**config.mk**
```make
export PLATFORM = sky130hd
export DESIGN_NAME = rtccs_top
export DESIGN_NICKNAME = d
export VERILOG_FILES = /design/src/rtl/rtccs_pkg.sv /design/src/rtl/rtccs_top.sv
export SDC_FILE = /design/constraint.sdc
export NUM_CORES = 1
export LEC_CHECK = 0
export ABC_AREA = 1
export BUFFER_PORTS_ARGS = -buffer_cell sky130_fd_sc_hd__buf_2
export CORE_ASPECT_RATIO = 2
export CORE_MARGIN = 5
export CORE_UTILIZATION = 55
export CTS_CLUSTER_DIAMETER = 150
export DETAILED_ROUTE_END_ITERATION = 12
export PLACE_DENSITY = 0.78
export SYNTH_ARGS = -nofsm -noshare
export SYNTH_HDL_FRONTEND = slang
export SYNTH_SLANG_ARGS = --single-unit
```
**constraint.sdc**
```tcl
create_clock -name REF_CLK_I -period 5.8 [get_ports REF_CLK_I]
set_input_delay 0.87 -clock REF_CLK_I [delete_from_list [all_inputs] [get_ports REF_CLK_I]]
set_output_delay 0.87 -clock REF_CLK_I [all_outputs]
set_load 0.05 [all_outputs]
```
**src/rtl/rtccs_pkg.sv**
```systemverilog
// Shared constants of the clock-calendar control and status block
package rtccs_pkg;

   // Register indices; the bus address is four times the index
   localparam logic [7:0] REG_A_IDX  = 8'h0A;
   localparam logic [7:0] REG_B_IDX  = 8'h0B;
   localparam logic [7:0] REG_C_IDX  = 8'h0C;
   localparam logic [7:0] REG_D_IDX  = 8'h0D;
   localparam logic [7:0] REG_A_ADDR = {REG_A_IDX[5:0], 2'h0};
   localparam logic [7:0] REG_B_ADDR = {REG_B_IDX[5:0], 2'h0};
   localparam logic [7:0] REG_C_ADDR = {REG_C_IDX[5:0], 2'h0};
   localparam logic [7:0] REG_D_ADDR = {REG_D_IDX[5:0], 2'h0};

   // Field positions
   localparam int A_UIP_BIT  = 7;
   localparam int A_OSC_LSB  = 4;
   localparam int A_RATE_LSB = 0;
   localparam int B_UTI_BIT  = 7;
   localparam int B_PIE_BIT  = 6;
   localparam int B_AIE_BIT  = 5;
   localparam int B_UIE_BIT  = 4;
   localparam int B_SPR_BIT  = 3;
   localparam int B_BIN_BIT  = 2;
   localparam int B_H24_BIT  = 1;
   localparam int B_DST_BIT  = 0;

   // Oscillator control encodings
   localparam logic [2:0] OSC_RUN_DIV     = 3'h2;
   localparam logic [2:0] OSC_RUN_DIV_ALT = 3'h3;
   localparam logic [1:0] OSC_ONLY_TOP    = 2'h3;

   // Values after reset
   localparam logic [2:0] RST_OSC  = 3'h0;
   localparam logic [3:0] RST_RATE = 4'h0;
   localparam logic       RST_BIT  = 1'b0;

   // Timing: clock rates, times and their lengths in crystal ticks
   localparam int CLK_HZ_DFLT     = 40000000;
   localparam int CLK_PERIOD_NS   = 25;
   localparam int OSC_HZ          = 32768;
   localparam int SEC_TICKS       = 32768;
   localparam int FIRST_UPD_MS    = 500;
   localparam int FIRST_UPD_TICKS = FIRST_UPD_MS * OSC_HZ / 1000;
   localparam int BUC_TIME_US     = 244;
   localparam int BUC_TICKS       = (BUC_TIME_US * OSC_HZ + 999999) / 1000000;
   localparam int UC_TIME_US      = 976;
   localparam int UC_TICKS        = UC_TIME_US * OSC_HZ / 1000000;
   localparam int GAP_TIME_MS     = 999;
   localparam int GAP_TICKS       = (GAP_TIME_MS * OSC_HZ + 999) / 1000;
   localparam int CSR_TIME_MS     = 200;
   localparam int CSR_TICKS_DFLT  = (CSR_TIME_MS * OSC_HZ + 999) / 1000;
   localparam int UPD_START       = SEC_TICKS - UC_TICKS;
   localparam int UIP_START       = UPD_START - BUC_TICKS;

endpackage : rtccs_pkg

```
**src/rtl/rtccs_top.sv**
```systemverilog
// Control and status registers of the clock-calendar core, APB slave
//
// Our own choice: the APB register port.
`timescale 1ns/1ps
`default_nettype none

module rtccs_top #(
   parameter int CLK_HZ    = rtccs_pkg::CLK_HZ_DFLT,
   parameter int CSR_TICKS = rtccs_pkg::CSR_TICKS_DFLT
) (
   input  wire logic        REF_CLK_I,
   input  wire logic        RST_B_I,
   input  wire logic        POR_B_I,
   input  wire logic        PSEL_I,
   input  wire logic        PENABLE_I,
   input  wire logic        PWRITE_I,
   input  wire logic [7:0]  PADDR_I,
   input  wire logic [31:0] PWDATA_I,
   output var  logic [31:0] PRDATA_O,
   output var  logic        PREADY_O,
   output var  logic        PSLVERR_O,
   input  wire logic        EXT_STORAGE_SEL_I,
   input  wire logic        POWER_FAIL_I,
   input  wire logic        BACKUP_VALID_I,
   input  wire logic        ALARM_MATCH_I,
   input  wire logic        DST_OCT_DAY_I,
   input  wire logic        DST_APR_DAY_I,
   input  wire logic        AT_015959_I,
   output var  logic        IRQ_N_O,
   output var  logic        IRQ_N_OE_O,
   output var  logic        OSC_RUN_O,
   output var  logic        DIV_RUN_O,
   output var  logic        UPDATE_BUSY_O,
   output var  logic        TIME_COPY_O,
   output var  logic        HOUR_24_O,
   output var  logic        BINARY_FMT_O,
   output var  logic        DST_BACK_O,
   output var  logic        DST_FWD_O,
   output var  logic        WRITE_PROT_O
);

   localparam int CSR_W = $clog2(CSR_TICKS + 1);
   if (CLK_HZ < 2 * rtccs_pkg::OSC_HZ) begin : g_bad_clk
      $error("Clock too slow to derive crystal ticks");
   end
   if (CSR_TICKS < 1) begin : g_bad_csr
      $error("Recovery interval must be at least one tick");
   end
   if (rtccs_pkg::UPD_START < rtccs_pkg::GAP_TICKS) begin : g_bad_gap
      $error("Update cycle too long for the post-update gap");
   end
   function automatic logic [14:0] rate_mask(input logic [3:0] rs);
      logic [15:0] one_hot;
      one_hot = 16'h0001 << (rs - 4'h1);
      case (rs)
         4'h0:    rate_mask = 15'h0000;
         4'h1:    rate_mask = 15'h007F;
         4'h2:    rate_mask = 15'h00FF;
         default: rate_mask = 15'(one_hot - 16'h0001);
      endcase
   endfunction : rate_mask

   wire logic        rst_any;
   logic [31:0]      acc_q;
   wire logic [31:0] acc_sum;
   wire logic [31:0] acc_d;
   wire logic        tick_raw;
   wire logic        tick;
   logic [2:0]       osc_q;
   logic [3:0]       rate_q;
   logic             uti_q, pie_q, aie_q, uie_q, spr_q, bin_q, h24_q, dst_q;
   logic             pf_q, af_q, uf_q, irq_request_flag_q, uip_q, valid_q, fall_done_q;
   logic [14:0]      div_cnt_q;
   logic [14:0]      div_cnt_d;
   logic [CSR_W-1:0] recov_q;
   logic [CSR_W-1:0] recov_d;
   logic             pready_q, pslverr_q;
   logic [31:0]      prdata_q;
   logic             irq_oe_q, irq_n_q, osc_run_q, div_run_q, busy_q, copy_q, back_q, fwd_q, wp_q;
   assign rst_any = !RST_B_I || !POR_B_I;
   // APB decode, one wait state on every access
   wire logic       acc_phase, take, done, own, mapped;
   wire logic       hit_a, hit_b, hit_c, hit_d;
   wire logic       wp, wr_ok, wr_a, wr_b, rd_c;
   wire logic [7:0] reg_a_val, reg_b_val, reg_c_val, reg_d_val, rd_byte;
   assign acc_phase = PSEL_I && PENABLE_I;
   assign take      = acc_phase && !pready_q;
   assign done      = acc_phase && pready_q;
   assign own       = !EXT_STORAGE_SEL_I;
   assign hit_a     = PADDR_I == rtccs_pkg::REG_A_ADDR;
   assign hit_b     = PADDR_I == rtccs_pkg::REG_B_ADDR;
   assign hit_c     = PADDR_I == rtccs_pkg::REG_C_ADDR;
   assign hit_d     = PADDR_I == rtccs_pkg::REG_D_ADDR;
   assign mapped    = hit_a || hit_b || hit_c || hit_d;
   assign wp        = POWER_FAIL_I || (recov_q != '0);
   assign wr_ok     = done && PWRITE_I && own && !wp;
   assign wr_a      = wr_ok && hit_a;
   assign wr_b      = wr_ok && hit_b;
   // Clear at the capture edge so no event slips between sample and clear
   assign rd_c      = take && !PWRITE_I && own && hit_c;
   assign reg_a_val = {uip_q, osc_q, rate_q};
   assign reg_b_val = {uti_q, pie_q, aie_q, uie_q, spr_q, bin_q, h24_q, dst_q};
   assign reg_c_val = {irq_request_flag_q, pf_q, af_q, uf_q, 4'h0};
   assign reg_d_val = {valid_q, 7'h00};
   assign rd_byte   = !own  ? 8'h00 :
                      hit_a ? reg_a_val :
                      hit_b ? reg_b_val :
                      hit_c ? reg_c_val :
                      hit_d ? reg_d_val : 8'h00;

   always_ff @(posedge REF_CLK_I) begin
      if (rst_any) begin
         pready_q  <= 1'b0;
         pslverr_q <= 1'b0;
         prdata_q  <= 32'h00000000;
      end else begin
         pready_q  <= take;
         pslverr_q <= take && own && !mapped;
         if (take) begin
            prdata_q <= PWRITE_I ? 32'h00000000 : {24'h000000, rd_byte};
         end
      end
   end

   // Crystal tick from the reference clock, exact on average
   assign acc_sum  = acc_q + 32'(rtccs_pkg::OSC_HZ);
   assign tick_raw = acc_sum >= 32'(CLK_HZ);
   assign acc_d    = tick_raw ? acc_sum - 32'(CLK_HZ) : acc_sum;
   always_ff @(posedge REF_CLK_I) begin
      if (!POR_B_I) begin
         acc_q <= 32'h00000000;
      end else begin
         acc_q <= acc_d;
      end
   end

   // Oscillator and divider control
   wire logic        div_on, osc_on, div_step, start_half, upd_end, in_upd, uip_win, per_evt;
   wire logic [14:0] div_nxt;
   assign div_on   = (osc_q == rtccs_pkg::OSC_RUN_DIV) || (osc_q == rtccs_pkg::OSC_RUN_DIV_ALT);
   assign osc_on   = div_on || (osc_q[2:1] == rtccs_pkg::OSC_ONLY_TOP);
   assign tick     = tick_raw && osc_on;
   assign div_step = tick && div_on;
   assign div_nxt  = div_cnt_q + 15'h0001;
   assign start_half = wr_a && (PWDATA_I[rtccs_pkg::A_OSC_LSB +: 3] == rtccs_pkg::OSC_RUN_DIV)
                       && (osc_q != rtccs_pkg::OSC_RUN_DIV);
   assign upd_end  = div_step && (div_cnt_q == 15'(rtccs_pkg::SEC_TICKS - 1));
   // update occupies only the last ticks
   assign in_upd   = div_on && (div_cnt_q >= 15'(rtccs_pkg::UPD_START));
   assign uip_win  = div_on && (div_cnt_q >= 15'(rtccs_pkg::UIP_START));
   assign per_evt  = div_step && (rate_q != 4'h0) && ((div_nxt & rate_mask(rate_q)) == 15'h0000);
   always_comb begin
      div_cnt_d = div_cnt_q;
      if (start_half) begin
         div_cnt_d = 15'(rtccs_pkg::SEC_TICKS - rtccs_pkg::FIRST_UPD_TICKS);
      end else if (!div_on) begin
         div_cnt_d = 15'h0000;
      end else if (div_step) begin
         div_cnt_d = div_nxt;
      end
   end

   always_ff @(posedge REF_CLK_I) begin
      if (!POR_B_I) begin
         osc_q     <= rtccs_pkg::RST_OSC;
         rate_q    <= rtccs_pkg::RST_RATE;
         div_cnt_q <= 15'h0000;
      end else begin
         div_cnt_q <= div_cnt_d;
         if (wr_a) begin
            osc_q  <= PWDATA_I[rtccs_pkg::A_OSC_LSB +: 3];
            rate_q <= PWDATA_I[rtccs_pkg::A_RATE_LSB +: 4];
         end
      end
   end

   // Register B
   wire logic uti_d, pie_d, aie_d, uie_d;
   assign uti_d = wr_b ? PWDATA_I[rtccs_pkg::B_UTI_BIT] : uti_q;
   assign pie_d = wr_b ? PWDATA_I[rtccs_pkg::B_PIE_BIT] : pie_q;
   assign aie_d = wr_b ? PWDATA_I[rtccs_pkg::B_AIE_BIT] : aie_q;
   assign uie_d = (wr_b ? PWDATA_I[rtccs_pkg::B_UIE_BIT] : uie_q) && !uti_d;
   always_ff @(posedge REF_CLK_I) begin
      if (rst_any) begin
         pie_q <= rtccs_pkg::RST_BIT;
         aie_q <= rtccs_pkg::RST_BIT;
         uie_q <= rtccs_pkg::RST_BIT;
         spr_q <= rtccs_pkg::RST_BIT;
      end else begin
         pie_q <= pie_d;
         aie_q <= aie_d;
         uie_q <= uie_d;
         if (wr_b) begin
            spr_q <= PWDATA_I[rtccs_pkg::B_SPR_BIT];
         end
      end
   end

   // format bits held for the counters
   always_ff @(posedge REF_CLK_I) begin
      if (!POR_B_I) begin
         uti_q <= rtccs_pkg::RST_BIT;
         bin_q <= rtccs_pkg::RST_BIT;
         h24_q <= rtccs_pkg::RST_BIT;
         dst_q <= rtccs_pkg::RST_BIT;
      end else begin
         uti_q <= uti_d;
         if (wr_b) begin
            bin_q <= PWDATA_I[rtccs_pkg::B_BIN_BIT];
            h24_q <= PWDATA_I[rtccs_pkg::B_H24_BIT];
            dst_q <= PWDATA_I[rtccs_pkg::B_DST_BIT];
         end
      end
   end

   // Event flags; a set in the clearing cycle wins
   wire logic pf_d, af_d, uf_d, irq_request_flag_d;
   assign uf_d   = upd_end || (uf_q && !rd_c);
   assign af_d   = (upd_end && ALARM_MATCH_I) || (af_q && !rd_c);
   assign pf_d   = per_evt || (pf_q && !rd_c);
   assign irq_request_flag_d = (irq_request_flag_q && !rd_c) || (pf_d && pie_d) || (af_d && aie_d) || (uf_d && uie_d);
   always_ff @(posedge REF_CLK_I) begin
      if (rst_any) begin
         pf_q   <= 1'b0;
         af_q   <= 1'b0;
         uf_q   <= 1'b0;
         irq_request_flag_q <= 1'b0;
      end else begin
         pf_q   <= pf_d;
         af_q   <= af_d;
         uf_q   <= uf_d;
         irq_request_flag_q <= irq_request_flag_d;
      end
   end

   always_comb begin
      recov_d = recov_q;
      if (POWER_FAIL_I) begin
         recov_d = CSR_W'(CSR_TICKS);
      end else if (tick_raw && (recov_q != '0)) begin
         recov_d = recov_q - CSR_W'(1);
      end
   end

   // Daylight saving; fall back only once per October Sunday
   wire logic fwd_evt, back_evt, fall_done_d;
   assign fwd_evt     = upd_end && dst_q && DST_APR_DAY_I && AT_015959_I;
   assign back_evt    = upd_end && dst_q && DST_OCT_DAY_I && AT_015959_I && !fall_done_q;
   assign fall_done_d = DST_OCT_DAY_I && (fall_done_q || back_evt);
   always_ff @(posedge REF_CLK_I) begin
      if (!POR_B_I) begin
         recov_q     <= '0;
         uip_q       <= 1'b0;
         valid_q     <= 1'b0;
         fall_done_q <= 1'b0;
      end else begin
         recov_q     <= recov_d;
         // window ahead of update, off under inhibit
         uip_q       <= uip_win && !uti_d;
         valid_q     <= BACKUP_VALID_I;
         fall_done_q <= fall_done_d;
      end
   end

   always_ff @(posedge REF_CLK_I) begin
      if (rst_any) begin
         irq_oe_q  <= 1'b0;
         irq_n_q   <= 1'b1;
         osc_run_q <= 1'b0;
         div_run_q <= 1'b0;
         busy_q    <= 1'b0;
         copy_q    <= 1'b0;
         back_q    <= 1'b0;
         fwd_q     <= 1'b0;
         wp_q      <= 1'b1;
      end else begin
         irq_oe_q  <= irq_request_flag_d;
         irq_n_q   <= !irq_request_flag_d;
         osc_run_q <= osc_on;
         div_run_q <= div_on;
         busy_q    <= in_upd;
         copy_q    <= upd_end && !uti_q;
         back_q    <= back_evt;
         fwd_q     <= fwd_evt;
         wp_q      <= POWER_FAIL_I || (recov_d != '0);
      end
   end

   assign PRDATA_O      = prdata_q;
   assign PREADY_O      = pready_q;
   assign PSLVERR_O     = pslverr_q;
   assign IRQ_N_O       = irq_n_q;
   assign IRQ_N_OE_O    = irq_oe_q;
   assign OSC_RUN_O     = osc_run_q;
   assign DIV_RUN_O     = div_run_q;
   assign UPDATE_BUSY_O = busy_q;
   assign TIME_COPY_O   = copy_q;
   assign HOUR_24_O     = h24_q;
   assign BINARY_FMT_O  = bin_q;
   assign DST_BACK_O    = back_q;
   assign DST_FWD_O     = fwd_q;
   assign WRITE_PROT_O  = wp_q;
endmodule : rtccs_top

`default_nettype wire

```
==> flow_summary.toml <==
[finish]
stdcell_area_um2 = 6180
layout-drive-gt1-share_pct = 10.5
nNetsFinal = 985
nFillCells = 1014
syn2layout_area_growth_pct = 9.87
utilization_pct = 61.3
diodes = 0

[setup_path]
cp.arrival_ns = 3.31
end_kind = "flop"
critPathKind = "reg -> reg"
crit_slowest_cell = "dfxtp_1"
crit_chain = "ha_1, nand3_1, inv_1, nand2_1, nor2_1, nand2_1, nand2_1, nand2_1, nor2_1, nand2_2, inv_2, nand2_4, nand2_2, inv_1, nand2_1, nand2_1, nor2_1, nand2_1, nor2_1, nand3_1"
worstSetupStartpointType = "flop"
critPathMaxFanout = 33
crit_path_max_incr_delay_ns = 0.46
crit_top_cell = "nand2_1"
worstPathRequired_ns = 6.02

[power]
p_per_area_nw_per_um2 = 386
power.total_mw = 2.39
p_int_mw = 1.41
power_frac_seq_pct = 34.4
ir_drop_mv = 0.252
combinationalPowerShare_pct = 39.0
p_leak_nw = 2.76
swShare_pct = 41.2
p_switching_mw = 0.984
p_clk_share_pct = 26.6

[sta]
relSlewSlack_pct = 36.9
drv_slew = 0
fin_crit_sh_pct = 53.4
finalSetupViolCount = 0
worstMarginPinSlew_ns = 0.946
grt_setup_unrepaired = "no"
tns_ns = 0
hold_viol_final = 0
whs_ns = 0.430
fin_crit_ns = 3.09
clock_skew_ns = 0.00757
max_freq_mhz = 323

[clocking]
cts_buffers = 9
ctsHoldBuffers = 0
post_cts_buffers = 0
htree_levels = 3
cts_tree = "built"
path_clk_slew_ns = 0.07
clock_latency_ns = 0.34
cts_resized = 0
cts_sinks = 91
root_buffer = "clkbuf_16"
clock_path_buffers = 2

[die]
fp-row-count = 52
coreArea_um2 = 10100
dieArea_um2 = 12500
die_w_um = 81.5
ios = 98
die_y_um = 153
initial_core_util_pct = 55.8

[synthesis]
synth_area_um2 = 5630
synth_edf_count = 0
synthFlopType = "dfxtp_1"
synth_area_leader_cell = "dfxtp_1"
synth_area_leaders = "dfxtp_1 (32%), nand2_1 (15%), nor2_1 (6.9%)"
ys.warnings.count = 0
yosysUniqueCellTypes = 46
syn_avg_cell_area_um2 = 6.39
synthDominantCellAreaShare_pct = 32.4
async_flop_share_pct = 0
synth-seq-cells = 91
seq_area_frac_synth_pct = 32.4
synthCells = 881

[routing]
drtIter0Drc = 366
vias = 5641
drtPass1Iterations = 5
avgViaCountPerCell = 5.30
ant_nets = 0
drc = 0
wirelength_mm = 14.4
wl_per_cell_um = 13.5

[grt]
grt_start_max_net_pins = 34
grt_pass1_vias = 5416
grtUsageTotal_pct = 24.2
grt-ovfl-total = 0
grt_pass1_wl_mm = 24.0
grt_antenna_before_repair = 0

[placement]
port_buffers = 49
gp_congestion = 0.895
dp.final_hpwl_mm = 11.2
post_dp_cell_area_um2 = 5860

[run]
drv_cap = 0

[run_status]
outcome = "complete, no violations"

[min_path]
hp-class = "reg -> reg"
-- registers in the layout, summed over array words and instances, names as in the netlist, 3 cells and up --
| signal | cells |
|---|---|
| osc_q | 3 |
| acc_q | 23 |
| div_cnt_q | 15 |
| PRDATA_O | 8 |
| recov_q | 13 |
| rate_q | 4 |
-- metrics by stage --
step / std cells / worst slack [ns]
finish: 1064 / 2.71
detailed placement: 1048 / 2.53
CTS: 1064 / 2.66
global route: 1064 / 2.24
global placement: 1048 / 2.54
floorplan: 904 / 3.51
-- synth_stat cells (6+ instances only) --
| library cell | n |
|---|---|
| nand2_1 | 220 |
| nor2_1 | 104 |
| inv_1 | 100 |
| dfxtp_1 | 91 |
| a21oi_1 | 64 |
| nand3_1 | 64 |
| o21ai_0 | 48 |
| buf_4 | 24 |
| nor3_1 | 24 |
| nand4_1 | 20 |
| xor2_1 | 12 |
| nand2_2 | 11 |
| clkbuf_1 | 9 |
| ha_1 | 8 |
| xnor2_1 | 7 |
| a31oi_1 | 6 |
-- kinds of logic (layout without fill, tap and decap cells) --
| kind of cell | Yosys count | in the layout | share of synthesized area, % |
|---|---|---|---|
| and+or+nand+nor | 470 | 470 | 36.7 |
| buffers and inverters | 149 | 174 | 12.1 |
| AOI/OAI and AO/OA | 143 | 143 | 14.1 |
| DFF | 91 | 91 | 32.4 |
| xor gates and xnor gates | 19 | 19 | 2.96 |
| adders and majority gates | 8 | 8 | 1.78 |
| other | 1 | 24 | 0.0666 |
-- cells in the final DEF, fill, tap and decap left out, types with 7 or more instances in the layout --
cell       synthesis  layout
a21oi_1           64      64
buf_2              5      49
clkbuf_16          0       9
conb_1             1      24
dfxtp_1           91      91
ha_1               8       8
inv_1            100     100
nand2_1          220     220
nand2_2           11      11
nand3_1           64      64
nand4_1           20      20
nor2_1           104     104
nor3_1            24      24
o21ai_0           48      48
xnor2_1            7       7
xor2_1            12      12
-- critical path: cells and delay by family (launching register included) --
kind          cells  cell delay (ns)
fa+ha+maj         1             0.23
buf+inv           3             0.38
flops             1             0.46
simple gates     16             1.87
-- power groups by stage --
stage	Combinational, mW	Clock [mW]	Sequential (mW)
4_1_cts	0.936	0.643	0.821
5_1_grt	1.07	0.670	0.835
6_report	0.933	0.636	0.821
3_5_place_dp	0.931	0	0.834
3_3_place_gp	0.915	0	0.832
2_1_floorplan	0.811	0	0.805
-- final cells by class --
class                           instances  area, µm²  area share (%)
Clock buffer                           12        246            3.99
Multi-Input combinational cell        664       3210            52.0
Inverter                              108        408            6.60
Clock inverter                          4       73.8            1.19
Sequential cell                        91       1820            29.5
Tap cell                              135        169            2.73
Timing Repair Buffer                   50        253            4.09
-- layer usage --
layer / up-vias / part of all wire [%] / track usage [%]
met5: - / 0 / 0
met4: 0 / 5.6 / 15.4
met3: 55 / 4.5 / 3.95
met2: 148 / 52 / 42.7
met1: 2533 / 38 / 25.4
li1: 2905 / - / -
-- final timing paths --
| check | from | end | slack [ns] | depth (start not counted) |
|---|---|---|---|---|
| setup / recovery | acc_q[15] | WRITE_PROT_O | 2.71 | 20 |
| setup reg to reg | acc_q[15] | WRITE_PROT_O | 2.71 | 20 |
| hold reg to reg | fall_done_q | DST_BACK_O | 0.43 | 1 |
| hold / removal | fall_done_q | DST_BACK_O | 0.43 | 1 |
Power figures use the tool's default switching activity.
